**src/core/pib_pkg.sv**
```systemverilog
// Purpose: shared constants for the inbound processor-bus master
// Assumes: 64-bit processor data bus, 32-byte cache lines
// Notes:   fifo occupancy is counted in 64-bit entries

package pib_pkg;

	// ****************************************
	// pci commands
	// ****************************************
	localparam logic [3:0] CMD_MEM_READ      = 4'h6;
	localparam logic [3:0] CMD_MEM_WRITE     = 4'h7;
	localparam logic [3:0] CMD_MEM_READ_MULT = 4'hc;
	localparam logic [3:0] CMD_MEM_READ_LINE = 4'he;
	localparam logic [3:0] CMD_MEM_WRITE_INV = 4'hf;

	// ****************************************
	// transfer type codes
	// ****************************************
	localparam logic [4:0] TT_READ        = 5'h0a;
	localparam logic [4:0] TT_READ_MODIFY = 5'h0e;
	localparam logic [4:0] TT_WRITE_KILL  = 5'h06;
	localparam logic [4:0] TT_WRITE_FLUSH = 5'h02;

	// ****************************************
	// geometry and reset values
	// ****************************************
	localparam int         OCC_W          = 6;
	localparam logic [5:0] BEATS_PER_LINE = 6'h04;
	localparam logic [4:0] FETCH_PREFETCH = 5'h10;
	localparam logic [4:0] FETCH_SINGLE   = 5'h04;
	localparam logic [3:0] LINES_PREFETCH = 4'h4;
	localparam logic [4:0] LINE_LAST_BYTE = 5'h1f;
	localparam logic [31:0] LINE_BYTES    = 32'h0000_0020;
	localparam logic [31:0] BEAT_BYTES    = 32'h0000_0008;
	localparam logic       HOG_RESET      = 1'b0;

	typedef enum logic [1:0] {
		ST_IDLE = 2'b00,
		ST_REQ  = 2'b01,
		ST_ADDR = 2'b10,
		ST_DATA = 2'b11
	} pib_state_type;

endpackage

```
**src/core/pib_line_cmp.sv**
```systemverilog
// Purpose: threshold compare of fifo occupancy in cache lines
// Assumes: code 00..11 as in the threshold fields
// Notes:   ge_o is the write start test, le_o the read refill test

`timescale 1ns/100ps
`default_nettype none

module pib_line_cmp (
	input  wire logic [1:0] code_i,
	input  wire logic [3:0] lines_i,
	output logic            ge_o,
	output logic            le_o
);
	import pib_pkg::*;

	wire logic [3:0] start_lines = LINES_PREFETCH - {2'b00, code_i};

	assign ge_o = (lines_i >= start_lines);
	assign le_o = (lines_i <= {2'b00, code_i});

endmodule

`default_nettype wire

```
**src/core/pib_cpu_master.sv**
```systemverilog
// Purpose: processor-bus master for inbound pci memory transactions
// Assumes: pci slave and fifo storage run on CLK_I and sit outside
// Notes:   addresses are beat aligned; every single beat moves 8 bytes
//
// Function
// - write drain runs while the pci slave keeps filling the fifo
// - posting off: start and continue writes with one entry present
// - posting on: start at 4/3/2/1 lines by code, continue at one line
// - read-ahead prefetches bursts into fifo to serve the pci read
// - no read-ahead: fetch one line, another only after data taken in frame
// - read-ahead: fetch 4 lines, refill 4 when lines fall to code or below
// - read threshold only with read-ahead; multiple threshold always for read multiple
// - on read completion discard leftover fifo data
// - prefetched fifo data is never snooped against processor traffic
// - never read past the translated end of the mapped window
// - global attribute alone drives global snoop for whole transfer
// - reads use 01010, or 01110 with intent-to-modify set
// - writes use 00110 for bursts, 00010 for singles
// - bus hog keeps request asserted for whole transaction
// - without hog request follows fifo fill and drain needs
// - hog enable resets to disabled
// - singles up to line boundary, for read and write tails and at window end, else bursts
// - read-ahead start at 0x08..0x17 bursts whole line, drops low beats

`timescale 1ns/100ps
`default_nettype none

module pib_cpu_master (
	input  wire logic        CLK_I,
	input  wire logic        RSTN_I,
	input  wire logic        WRITE_POST_ENABLE_I,
	input  wire logic [1:0]  WRITE_FIFO_THRESHOLD_I,
	input  wire logic        READ_AHEAD_ENABLE_I,
	input  wire logic [1:0]  READ_FIFO_THRESHOLD_I,
	input  wire logic [1:0]  READ_MULTIPLE_FIFO_THRESHOLD_I,
	input  wire logic        INTENT_MODIFY_SELECT_I,
	input  wire logic        GLOBAL_ATTR_SELECT_I,
	input  wire logic        MASTER_BUS_HOG_ENABLE_I,
	input  wire logic        XACT_START_I,
	input  wire logic [3:0]  XACT_CMD_I,
	input  wire logic [31:0] XACT_ADDR_I,
	input  wire logic [31:0] XACT_LIMIT_I,
	input  wire logic        XACT_DONE_I,
	input  wire logic        PCI_FRAME_ACTIVE_I,
	input  wire logic        FIFO_PUSH_I,
	input  wire logic        FIFO_POP_I,
	input  wire logic [63:0] FIFO_DATA_I,
	output logic             FIFO_POP_O,
	output logic             FIFO_PUSH_O,
	output logic [63:0]      FIFO_DATA_O,
	output logic             FIFO_FLUSH_O,
	output logic [3:0]       FIFO_LINES_O,
	output logic             BUSY_O,
	output logic             BR_N_O,
	input  wire logic        BG_N_I,
	output logic             TS_N_O,
	output logic [31:0]      ADDR_O,
	output logic [4:0]       TT_O,
	output logic             TBST_N_O,
	output logic             GBL_N_O,
	input  wire logic        AACK_N_I,
	input  wire logic        TA_N_I,
	output logic [63:0]      DATA_O,
	input  wire logic [63:0] DATA_I
);
	import pib_pkg::*;

	// ****************************************
	// state
	// ****************************************
	pib_state_type      st_q, st_d;
	logic               act_q, rd_q, pf_q, inv_q, gbl_q, hog_q, done_q, cont_q, more_q;
	logic [1:0]         thr_q, beat_q, skip_q;
	logic               burst_q, flush_q, ts_q, push_q;
	logic [31:0]        cur_q, lim_q, addr_q;
	logic [4:0]         rem_q, tt_q;
	logic [OCC_W-1:0]   occ_q;
	logic [63:0]        fdata_q, wdata_q;

	// ****************************************
	// occupancy
	// ****************************************
	wire logic [3:0] lines   = occ_q[OCC_W-1:2];
	wire logic       ta      = (st_q == ST_DATA) && !TA_N_I;
	wire logic       drain   = ta && !rd_q;
	wire logic       fill    = ta && rd_q && (beat_q >= skip_q);
	// pci slave pushes count even while a drain burst is running
	wire logic       inc     = (FIFO_PUSH_I && act_q && !rd_q) || fill;
	wire logic       dec     = drain || (FIFO_POP_I && rd_q);
	wire logic       last    = ta && (!burst_q || (beat_q == 2'h3));

	// ****************************************
	// threshold compares
	// ****************************************
	logic wr_ge, rd_le;

	pib_line_cmp u_wr_cmp (
		.code_i  (WRITE_FIFO_THRESHOLD_I),
		.lines_i (lines),
		.ge_o    (wr_ge),
		.le_o    ()
	);

	pib_line_cmp u_rd_cmp (
		.code_i  (thr_q),
		.lines_i (lines),
		.ge_o    (),
		.le_o    (rd_le)
	);

	// ****************************************
	// transaction decode at start
	// ****************************************
	wire logic st_is_rd  = (XACT_CMD_I == CMD_MEM_READ) || (XACT_CMD_I == CMD_MEM_READ_MULT)
	                       || (XACT_CMD_I == CMD_MEM_READ_LINE);
	wire logic st_is_rm  = (XACT_CMD_I == CMD_MEM_READ_MULT);
	wire logic st_pf     = st_is_rm || READ_AHEAD_ENABLE_I;
	wire logic [1:0] st_thr = st_is_rm ? READ_MULTIPLE_FIFO_THRESHOLD_I
	                                   : READ_FIFO_THRESHOLD_I;
	wire logic start     = XACT_START_I && !act_q;

	// ****************************************
	// write decision
	// ****************************************
	wire logic       aligned  = (cur_q[4:3] == 2'b00);
	wire logic       occ_any  = (occ_q != '0);
	wire logic       occ_line = (occ_q >= BEATS_PER_LINE);
	wire logic       wr_post  = cont_q ? occ_line : wr_ge;
	wire logic       wr_go    = WRITE_POST_ENABLE_I ? (wr_post || (done_q && occ_any))
	                                                : occ_any;
	// bursts only from a line boundary with a full line queued
	wire logic       wr_burst = aligned && occ_line;

	// ****************************************
	// read decision
	// ****************************************
	wire logic [31:0] line_base = {cur_q[31:5], 5'h00};
	wire logic [31:0] line_end  = {cur_q[31:5], LINE_LAST_BYTE};
	wire logic        beyond    = (cur_q > lim_q);
	wire logic        burst_ok  = (line_end <= lim_q);
	wire logic        mid_line  = (cur_q[4:3] == 2'b01) || (cur_q[4:3] == 2'b10);
	wire logic        rd_full   = aligned && burst_ok && (rem_q >= FETCH_SINGLE);
	wire logic        rd_skip   = pf_q && mid_line && burst_ok;
	wire logic        rd_burst  = rd_full || rd_skip;
	wire logic        rd_go     = (rem_q != '0) && !beyond && !done_q;
	wire logic [4:0]  rd_take   = rd_burst ? (FETCH_SINGLE - {3'b000, rd_skip ? cur_q[4:3] : 2'b00})
	                                       : 5'h01;
	wire logic        go        = act_q && (rd_q ? rd_go : wr_go);
	wire logic        burst_sel = rd_q ? rd_burst : wr_burst;
	wire logic [31:0] xaddr     = (rd_q && rd_skip) ? line_base : cur_q;
	wire logic [31:0] next_cur  = burst_sel ? (xaddr + LINE_BYTES) : (cur_q + BEAT_BYTES);
	wire logic [4:0]  tt_sel    = rd_q ? (inv_q ? TT_READ_MODIFY : TT_READ)
	                                   : (burst_sel ? TT_WRITE_KILL : TT_WRITE_FLUSH);
	// refill only between transfers, so beats still in flight are counted first
	wire logic        rd_refill = rd_q && (rem_q == '0) && !done_q && (st_q == ST_IDLE) &&
	                              (pf_q ? rd_le : more_q);
	wire logic        finish    = (st_q == ST_IDLE) && act_q && done_q &&
	                              (rd_q || !occ_any);

	// ****************************************
	// sequencer
	// ****************************************
	always_comb begin
		st_d = st_q;
		unique case (st_q)
			ST_IDLE: if (go && !finish && !rd_refill) st_d = ST_REQ;
			ST_REQ:  if (!BG_N_I) st_d = ST_ADDR;
			ST_ADDR: if (!AACK_N_I) st_d = ST_DATA;
			ST_DATA: if (last) st_d = ST_IDLE;
		endcase
	end

	always_ff @(posedge CLK_I or negedge RSTN_I) begin
		if (!RSTN_I) begin
			st_q   <= ST_IDLE;
			ts_q   <= 1'b0;
			beat_q <= 2'h0;
		end else begin
			st_q   <= st_d;
			ts_q   <= (st_q == ST_REQ) && !BG_N_I;
			beat_q <= (st_q != ST_DATA) ? 2'h0 : (beat_q + {1'b0, ta});
		end
	end

	// ****************************************
	// transaction context
	// ****************************************
	always_ff @(posedge CLK_I or negedge RSTN_I) begin
		if (!RSTN_I) begin
			act_q  <= 1'b0;
			rd_q   <= 1'b0;
			pf_q   <= 1'b0;
			inv_q  <= 1'b0;
			gbl_q  <= 1'b0;
			thr_q  <= 2'h0;
			done_q <= 1'b0;
			cont_q <= 1'b0;
			more_q <= 1'b0;
			rem_q  <= 5'h00;
			cur_q  <= 32'h0000_0000;
			lim_q  <= 32'h0000_0000;
		end else if (start) begin
			act_q  <= 1'b1;
			rd_q   <= st_is_rd;
			pf_q   <= st_pf;
			inv_q  <= INTENT_MODIFY_SELECT_I;
			gbl_q  <= GLOBAL_ATTR_SELECT_I;
			thr_q  <= st_thr;
			done_q <= 1'b0;
			cont_q <= 1'b0;
			more_q <= 1'b0;
			rem_q  <= st_pf ? FETCH_PREFETCH : FETCH_SINGLE;
			cur_q  <= XACT_ADDR_I;
			lim_q  <= XACT_LIMIT_I;
		end else begin
			if (XACT_DONE_I) done_q <= 1'b1;
			if (finish) act_q <= 1'b0;
			if (rd_refill) begin
				rem_q  <= pf_q ? FETCH_PREFETCH : FETCH_SINGLE;
				more_q <= 1'b0;
			end else if ((st_q == ST_IDLE) && (st_d == ST_REQ)) begin
				rem_q  <= (rem_q > rd_take) ? (rem_q - rd_take) : 5'h00;
				cur_q  <= next_cur;
			end
			// set wins: a pop in the refill cycle still asks for another line
			if (FIFO_POP_I && PCI_FRAME_ACTIVE_I) more_q <= 1'b1;
			if (last && !rd_q) cont_q <= 1'b1;
		end
	end

	// ****************************************
	// bus outputs and fifo side
	// ****************************************
	always_ff @(posedge CLK_I or negedge RSTN_I) begin
		if (!RSTN_I) begin
			burst_q <= 1'b0;
			skip_q  <= 2'h0;
			addr_q  <= 32'h0000_0000;
			tt_q    <= 5'h00;
			hog_q   <= HOG_RESET;
			flush_q <= 1'b0;
			push_q  <= 1'b0;
			occ_q   <= '0;
			fdata_q <= 64'h0;
			wdata_q <= 64'h0;
		end else begin
			hog_q   <= MASTER_BUS_HOG_ENABLE_I;
			flush_q <= finish && rd_q;
			push_q  <= fill;
			if (fill) fdata_q <= DATA_I;
			wdata_q <= FIFO_DATA_I;
			if ((st_q == ST_IDLE) && (st_d == ST_REQ)) begin
				burst_q <= burst_sel;
				skip_q  <= (rd_q && rd_skip) ? cur_q[4:3] : 2'h0;
				addr_q  <= xaddr;
				tt_q    <= tt_sel;
			end
			// leftover prefetched entries are dropped, never snooped
			if (finish && rd_q) occ_q <= '0;
			else occ_q <= occ_q + OCC_W'(inc) - OCC_W'(dec);
		end
	end

	// hog holds request for the whole transaction, else only when needed
	wire logic req = hog_q ? act_q : (st_q == ST_REQ);

	assign BR_N_O       = !req;
	assign TS_N_O       = !ts_q;
	assign ADDR_O       = addr_q;
	assign TT_O         = tt_q;
	assign TBST_N_O     = !burst_q;
	assign GBL_N_O      = !(gbl_q && (st_q != ST_IDLE));
	assign DATA_O       = wdata_q;
	assign FIFO_POP_O   = drain;
	assign FIFO_PUSH_O  = push_q;
	assign FIFO_DATA_O  = fdata_q;
	assign FIFO_FLUSH_O = flush_q;
	assign FIFO_LINES_O = lines;
	assign BUSY_O       = act_q;
endmodule

`default_nettype wire

```
**config.mk**
```make
export PLATFORM = sky130hd
export DESIGN_NAME = pib_cpu_master
export DESIGN_NICKNAME = d
export VERILOG_FILES = /design/src/core/pib_pkg.sv /design/src/core/pib_line_cmp.sv /design/src/core/pib_cpu_master.sv
export SDC_FILE = /design/constraint.sdc
export NUM_CORES = 1
export LEC_CHECK = 0
export BUFFER_PORTS_ARGS = -buffer_cell sky130_fd_sc_hd__buf_2
export CAP_MARGIN = 5
export CORE_UTILIZATION = 50
export DETAILED_ROUTE_END_ITERATION = 10
export PLACE_DENSITY = 0.8
export SLEW_MARGIN = 20
export SYNTH_ARGS = -nofsm -noshare
export SYNTH_HDL_FRONTEND = slang
export SYNTH_SLANG_ARGS = --single-unit
```
**constraint.sdc**
```tcl
create_clock -name CLK_I -period 5.5 [get_ports CLK_I]
set_clock_uncertainty 0.1 [all_clocks]
set_input_delay 1.375 -clock CLK_I [delete_from_list [all_inputs] [get_ports CLK_I]]
set_output_delay 1.375 -clock CLK_I [all_outputs]
set_load 0.02 [all_outputs]
```
Yosys cells after proc, flatten, opt, wreduce, memory -nomap -nowiden --
Index checks and enable logic that the tools add are counted.
Word-level totals: bits in registers 261, input port bits 217, word-level logic and storage cells 163, output and inout port bits 177
Cells by class: equality and inequality tests 12, reductions and logical operators 70, mux-type cells 40, add/subtract/negate cells 8, $lt $le $gt $ge 8
Operator list (number):
- $mux W32 | 4
- $mux W5 | 8
- $logic_and A1 B1 Y1 | 34
- $add A32 B4 Y32 const B | 1
- $add A32 B6 Y32 const B | 1
- $gt A32 B32 Y1 | 1
- $le A32 B32 Y1 | 1
- $mux W2 | 8
- $mux W1 | 15
- $logic_not A1 Y1 | 13
- $logic_or A1 B1 Y1 | 10
- $reduce_bool A2 Y1 | 5
- $eq A2 B2 Y1 const B | 4
- $eq A4 B4 Y1 const B | 2
- $pmux W2 S4 | 1
- $sub A3 B2 Y4 const A | 2
- $add A6 B1 Y6 | 1
- $eq A2 B1 Y1 const B | 3
- $ge A6 B3 Y1 const B | 1
- $mux W3 | 2
- $mux W6 | 1
- $reduce_bool A3 Y1 | 2
- $reduce_bool A6 Y1 | 1
- $sub A6 B1 Y6 | 1
- 14 further kinds | 16

Logic depth before layout (Yosys ltp) --
Gate-level depths: netlist of run 1.
word-level depth 16, gate-level depth with buffers 18, gate-level depth less buffers 18

By module --
Synthesis of run 1 repeated with hierarchy kept, for this count alone.
Second synthesis, totals: cells, all modules 988, area, all modules 11421.0 µm²
By module, submodules not included:
- pib_cpu_master | cells an instance 956, area each 11173.2 µm², instances 1, seq. area each 6481.2 µm²
- pib_line_cmp | cells an instance 16, area each 123.9 µm², instances 2, seq. area each 0.0 µm²

Least setup slack after synthesis of run 1 --
Ideal clock, no wire load.
path kind reg-to-reg, start point register cur_q[27], end point register rem_q[4], data required time 5.275 ns, setup time 0.125 ns, arrival 3.931 ns, clock period less this slack 4.155 ns, cell stages (with the launch flop) 17, setup slack 1.345 ns, path buffers 0, cells stage by stage dfrtp_1 ha_1 nand4_2 or4_1 o211ai_2 a21boi_1 nand2_1 ha_1 nand2_1 ha_1 a21o_1 a21o_1 a211oi_1 nor2_1 a221oi_1 nor2_1 mux2_2
On the way: cells in the longest elaborated chain, start to end 13, elaborated cells on any way between the ends 27, those cells by class 2 x add/sub; 3 x order compare; 1 x eq/ne; 9 x mux; 12 x reduce/logical
Ends and longest elaborated chain:
- start: declaration | RTL line pib_cpu_master.sv:75 | logic [31:0] cur_q, lim_q, addr_q;
- start signal: assignment | RTL line pib_cpu_master.sv:223 | cur_q <= next_cur;
- parallel branches: the longest is 13 deep, another holds $le A32 B32 Y1
- end signal: assignment | RTL line pib_cpu_master.sv:212 | rem_q <= st_pf ? FETCH_PREFETCH : FETCH_SINGLE;
- end signal: assignment | RTL line pib_cpu_master.sv:219 | rem_q <= pf_q ? FETCH_PREFETCH : FETCH_SINGLE;
- end signal: assignment | RTL line pib_cpu_master.sv:222 | rem_q <= (rem_q > rd_take) ? (rem_q - rd_take) : 5'h00;
- end: declaration | RTL line pib_cpu_master.sv:76 | logic [4:0] rem_q, tt_q;
Several ways; the timed one is not identified. The select of a mux whose other input is x is not followed. A chain may end at the register's enable or synchronous reset.

Worst setup path in the final report of run 1 --
Ends and elaborated chain as after synthesis.

==> results of run 1 <==
cells by family after synthesis:
family	Yosys count	synth area share, %
multiplexers	69	6.77
adder cells (fa/ha/maj)	60	6.70
XOR/XNOR	7	0.537
AND/OR/NAND/NOR	334	14.2
buffers and inverters	106	4.02
AO/OA/AOI/OAI	188	11.0
other	1	0.0328
flip-flops	259	56.7
state kept, by name, summed over array words and instances (netlist names), 3 cells and up:
name	cells
DATA_O	64
FIFO_DATA_O	64
ADDR_O	32
cur_q	32
lim_q	32
occ_q	6
rem_q	5
TT_O	3
placed cells by master (no fill, tap or decap), types with 15 or more instances in the layout:
master,synthesis,layout
nor2_1,45,45
clkbuf_16,0,27
a31oi_1,15,15
o21ai_0,52,52
nand2_1,179,179
buf_2,14,390
dfrtp_1,259,259
mux2_2,66,66
inv_1,61,61
ha_1,58,58
a21oi_1,30,30
area by class of cell:
| class | instances | share of cell area, % |
|---|---|---|
| flip-flops and latches | 259 | 44.7 |
| clock buffers | 39 | 5.38 |
| well taps | 280 | 2.42 |
| diodes | 1 | 0.0173 |
| repair buffers | 398 | 14.0 |
| inverters | 61 | 1.58 |
| multi-input cells | 660 | 31.0 |
| clock inverters | 8 | 0.863 |
power by group:
part / leakage [nW] / switching [mW] / internal [mW]
clock: 0.442 / 0.733 / 1.12
combinational: 3.68 / 2.14 / 1.41
sequential: 3.13 / 0.523 / 2.59
per-stage QoR:
stage               worst slack [ps]  std cells  hold WS (ps)  utilization [%]
finish                           827       1706           373             65.6
global route                     443       1706           395             65.6
CTS                              882       1705           372             65.6
detailed placement               883       1658           356             61.5
global placement                1050       1658           356             61.5
floorplan                       1340       1025           339                -
per-layer routing:
layer	vias up	GRT usage [%]	wire length, um
li1	4336	-	-
met1	4545	36.4	13400
met2	376	45.9	15500
met3	52	5.42	2400
met4	0	7.79	680
met5	-	0	0
Yosys cell counts (all sizes together), types with 13 or more instances:
library cell | number | share of area (%)
nand4 | 14 | 0.88
mux2 | 66 | 6.5
nor2 | 45 | 1.5
inv | 61 | 2.0
nand2 | 180 | 6.0
nand3 | 16 | 0.85
a31oi | 15 | 0.82
o211ai | 13 | 0.94
o21ai | 58 | 2.6
a21oi | 32 | 1.5
dfrtp | 259 | 57
buf | 26 | 1.4
ha | 58 | 6.4
clkbuf | 19 | 0.65
how the worst max path moves through the flow:
stage                     startpoint  slack, ps                   end
6_report       cur_q[27]$_DFFE_PN0P_        830  rem_q[4]$_DFFE_PN0P_
3_3_place_gp   cur_q[27]$_DFFE_PN0P_       1050  rem_q[4]$_DFFE_PN0P_
4_1_cts        cur_q[27]$_DFFE_PN0P_        880  rem_q[4]$_DFFE_PN0P_
5_1_grt        cur_q[27]$_DFFE_PN0P_        440  rem_q[4]$_DFFE_PN0P_
3_5_place_dp   cur_q[27]$_DFFE_PN0P_        880  rem_q[4]$_DFFE_PN0P_
2_1_floorplan  cur_q[27]$_DFFE_PN0P_       1340  rem_q[4]$_DFFE_PN0P_
worst max-delay path, stage by stage, from the launching register on:
cell,delay (ps)
dfrtp_1,430
ha_1,360
nand4_2,200
or4_1,620
o211ai_2,390
a21boi_1,240
nand2_1,160
ha_1,240
nand2_1,110
ha_1,250
a21o_1,180
a21o_1,190
a211oi_1,360
nor2_1,120
a221oi_1,300
nor2_1,60
mux2_2,270
==> run metrics, run 1 <==
initial core utilization roughly half; die area ~23000 um2; sequential area share after synthesis 56.7%; Power per Cell Area between 500 and 600 nW/um2; Post-CTS Hold Fix Bufs 0; fmax about 0.21 GHz; TNS Setup 0 ps; cell area after layout ~15000 um2; hold crit path type register to register; num rows 54; gpl congestion 0.885; Die X 153 um; Post-Syn Instances approximately 1000; fill count ~1700; total power ~8.5 mW; vias in the first global route roughly 9000; Slew @ Worst Pin approximately 840 ps; crit path time final around 4700 ps; RSZ-0062 raised after global routing false; R2R depth 16; first-pass GRT wire length a little over 50 mm; CTS Buf Count 27; GRT overflow 0; CP Class register to register; worst path required time slightly below 6000 ps; clock-pin slew of the registers on the worst-case setup and hold paths roughly 60 ps; multi-input logic area 4500 um2; reg-to-reg critical path endpoint rem_q[4]$_DFFE_PN0P_; critical path fanouts, max 7; synthesized area around 11000 um2; fin. max-slew vios 0; hold path startpoint gbl_q$_DFFE_PN0P_; P_leak about 7.3 nW; ys async rst share between 90% and 100%; Reg area between 6000 and 7000 um2; vias 9309; # clock sinks around 260; initial DRC count roughly 640; Port Buffers around 390; Ports ~390; Post-synth EDFFs 0; CTS tree built; Core ar. ~22000 um2; reg-to-reg slack, setup slightly above 800 ps; Max IR drop VDD approximately 0.44 mV; post-route ant nets 0; Rel. slew slack between 40 and 50%; CTS resizes 0; CTS max path bufs 3; fraction of layout cells with a size suffix above 1 between 30% and 40%; hold endpoint gbl_q$_DFFE_PN0P_; postcts setup bufs 0; outcome complete, no violations; DRT Pass-1 Iters 5; max_cap viols 0; clock latency at the later pin of the worst-skew pair between 500 and 600 ps; crit share post-route between 80% and 90%; Mapped Avg Cell Area approximately 11 um2; Hold Path Depth 2; Setup crit end kind register; initial antenna violation count 1; r2r startpoint cur_q[27]$_DFFE_PN0P_; synth warn 0; Distinct cells, synth between 70 and 80; Finish-stage setup viols 0; GRT Total Usage 27.4%; Root Buffer clkbuf_16; CP arrival between 4000 and 5000 ps; Hold Fails Final Rpt 0; Clock H-tree levels 1; final wirelength between 30 and 40 mm; Startpoint Class register; final net count between 1500 and 2000; DRC violations left 0; number of vias per cell between 5 and 6; Final HPWL DP roughly 24 mm; Wirelength per Cell approximately 19 um; die height 153 um; Yosys reg bits roughly 260; predominant post-synthesis flop cell dfrtp_1; placed cell area around 14000 um2; Area growth syn-to-layout 26.9%; largest net degree at the start of global routing ~110
(Power assumes the default switching activity.)
==> run 2, diff against run 1 <==
==> constraint.sdc (replaced) <==
create_clock -name CLK_I -period 4.83 [get_ports CLK_I]
set_clock_uncertainty 0.1 [all_clocks]
set_input_delay 1.2075 -clock CLK_I [delete_from_list [all_inputs] [get_ports CLK_I]]
set_output_delay 1.2075 -clock CLK_I [all_outputs]
set_load 0.02 [all_outputs]
==> run metrics, run 2 (synthesized netlist as in run 1, its figures left out) <==
outcome complete, no violations (unchanged); clock-pin slew of the registers on the worst-case setup and hold paths 60 ps (about the same); reg-to-reg critical path endpoint rem_q[4]$_DFFE_PN0P_ (unchanged); final wirelength 32.6 mm (was 31.9 mm); Power per Cell Area 674 nW/um2 (was 588 nW/um2); gpl congestion 0.896 (was 0.885); Comb power frac 41.9% (was 41.7%); multi-input logic area 4520 um2 (was 4500 um2); postcts setup bufs 0 (unchanged); dpl ws 173 ps (was 883 ps); Reg power frac 35.9% (was 36.5%); vias 9297 (was 9309); initial DRC count 531 (was 643); clock latency at the later pin of the worst-skew pair 540 ps (was 520 ps); hold crit path type register to register (unchanged); first-pass GRT wire length 50.7 mm (was 50.5 mm); hold path startpoint TT_O[1]$_DFFE_PN0P_ (was gbl_q$_DFFE_PN0P_); DRC violations left 0 (unchanged); P_leak 7.30 nW (was 7.25 nW); Finish-stage setup viols 0 (unchanged); crit share post-route 94.3% (was 85.0%); Startpoint Class register (unchanged); final core utilization 66.2% (was 65.6%); crit path time final 4560 ps (was 4670 ps); number of vias per cell 5.42 (was 5.46); Slew @ Worst Pin 847 ps (was 835 ps); r2r startpoint cur_q[30]$_DFFE_PN0P_ (was cur_q[27]$_DFFE_PN0P_); Final HPWL DP 24.3 mm (was 23.8 mm); Hold Path Depth 1 (was 2); Core ar. 22100 um2 (unchanged); post-route ant nets 0 (unchanged); reg-to-reg slack, setup 270 ps (was 830 ps); num rows 54 (unchanged); initial antenna violation count 3 (was 1); uppermost layer routed met4 (unchanged); Port Buffers 391 (unchanged); M1 wire length 13.3 mm (was 13.4 mm); R2R depth 16 (unchanged); fin. max-slew vios 0 (unchanged); die area 23500 um2 (unchanged); CTS Buf Count 27 (unchanged); vias in the first global route 9326 (was 9251); DRT Pass-1 Iters 5 (unchanged); commonest non-fill, non-tap cells in the layout buf_2, dfrtp_1, nand2_1 (unchanged); Die X 153 um (unchanged); CP Class register to register (unchanged); worst path required time 5150 ps (was 5810 ps); Reg area 6480 um2 (unchanged); CTS tree built (unchanged); wire length on met2 15.6 mm (was 15.5 mm); wire length on met3 2.70 mm (was 2.40 mm); CTS max path bufs 3 (unchanged); GRT Total Usage 27.6% (was 27.4%); Ports 394 (unchanged); placed cell area 13700 um2 (was 13600 um2); # clock sinks 259 (unchanged); critical path fanouts, max 7 (unchanged); WHS 367 ps (was 373 ps); fraction of layout cells with a size suffix above 1 37.7% (was 37.1%); crit path from cur_q[30]$_DFFE_PN0P_ (was cur_q[27]$_DFFE_PN0P_); Root Buffer clkbuf_16 (unchanged); max_cap viols 0 (unchanged); Rel. slew slack 43.5% (was 44.3%); Clock H-tree levels 1 (unchanged); Max IR drop VDD 0.487 mV (was 0.445 mV); final setup margin 274 ps (was 827 ps); cell area after layout 14600 um2 (was 14500 um2); die height 153 um (unchanged); Area growth syn-to-layout 27.9% (was 26.9%); largest net degree at the start of global routing 114 (was 109); GRT overflow 0 (unchanged); P_int 5.91 mW (was 5.13 mW); Hold Fails Final Rpt 0 (unchanged); Setup crit end kind register (unchanged); fill count 1740 (was 1719); CP arrival 4880 ps (was 4980 ps); final net count 1690 (was 1684); Switching Share 40.0% (was 39.9%); initial core utilization 51.7% (unchanged); sw power 3.94 mW (was 3.40 mW); Wirelength per Cell 19.0 um (was 18.7 um); worst setup path end rem_q[4]$_DFFE_PN0P_ (unchanged); total power 9.85 mW (was 8.53 mW); most common cell after layout, fill and taps aside buf_2 (unchanged); fmax 0.219 GHz (was 0.214 GHz); clock share of power 22.2% (was 21.8%)
[run 2: timing repair]
| action | in CTS | in global routing |
|---|---|---|
| hold buffers | 0 | 0 |
| resized for setup | 0 | 3 |
| endpoints found under the setup margin | 0 | 2 |
[run 2: worst min path at each step]
stage / endpoint / slack, ps
after global placement: TT_O[1]$_DFFE_PN0P_ / 350
after CTS: TT_O[1]$_DFFE_PN0P_ / 370
after global routing: TT_O[1]$_DFFE_PN0P_ / 390
after floorplan: gbl_q$_DFFE_PN0P_ / 340
final: TT_O[1]$_DFFE_PN0P_ / 370
after detailed placement: TT_O[1]$_DFFE_PN0P_ / 350
[run 2: layout make-up]
cell class	instances	share of cell area, %
Multi-Input combinational cell	660	30.9
Antenna cell	3	0.0514
Timing Repair Buffer	404	14.3
Clock inverter	12	1.21
Tap cell	280	2.40
Inverter	61	1.57
Sequential cell	259	44.3
Clock buffer	36	5.20
[run 2: metal layers]
metal	GRT usage (%)	vias up
li1	-	4346
met1	35.4	4490
met2	44.9	387
met3	7.06	74
met4	11.0	0
met5	0	-
[run 2: metrics by stage]
stage          TNS [ps]  instances
3_3_place_gp          0       1664
3_5_place_dp          0       1664
6_report              0       1715
2_1_floorplan         0       1025
4_1_cts               0       1712
5_1_grt           -2.56       1715
[run 2: worst max-delay path, cell delays in order, from the launching register on]
cell,delay [ps]
dfrtp_1,420
ha_1,350
nand4_2,210
or4_1,680
o211ai_4,320
a21boi_1,200
nand2_1,150
ha_1,240
nand2_1,100
ha_1,250
a21o_1,190
a21o_1,200
a211oi_2,270
nor2_1,100
a221oi_1,330
nor2_1,70
mux2_2,260
[run 2: power groups by stage]
stage | registers (mW) | logic, mW | clock network [mW]
after floorplan | 3.93 | 2.33 | 0
after global placement | 3.50 | 3.92 | 0
after detailed placement | 3.55 | 4.06 | 0
after CTS | 3.53 | 4.10 | 2.23
after global routing | 3.63 | 4.54 | 2.31
final | 3.54 | 4.12 | 2.19
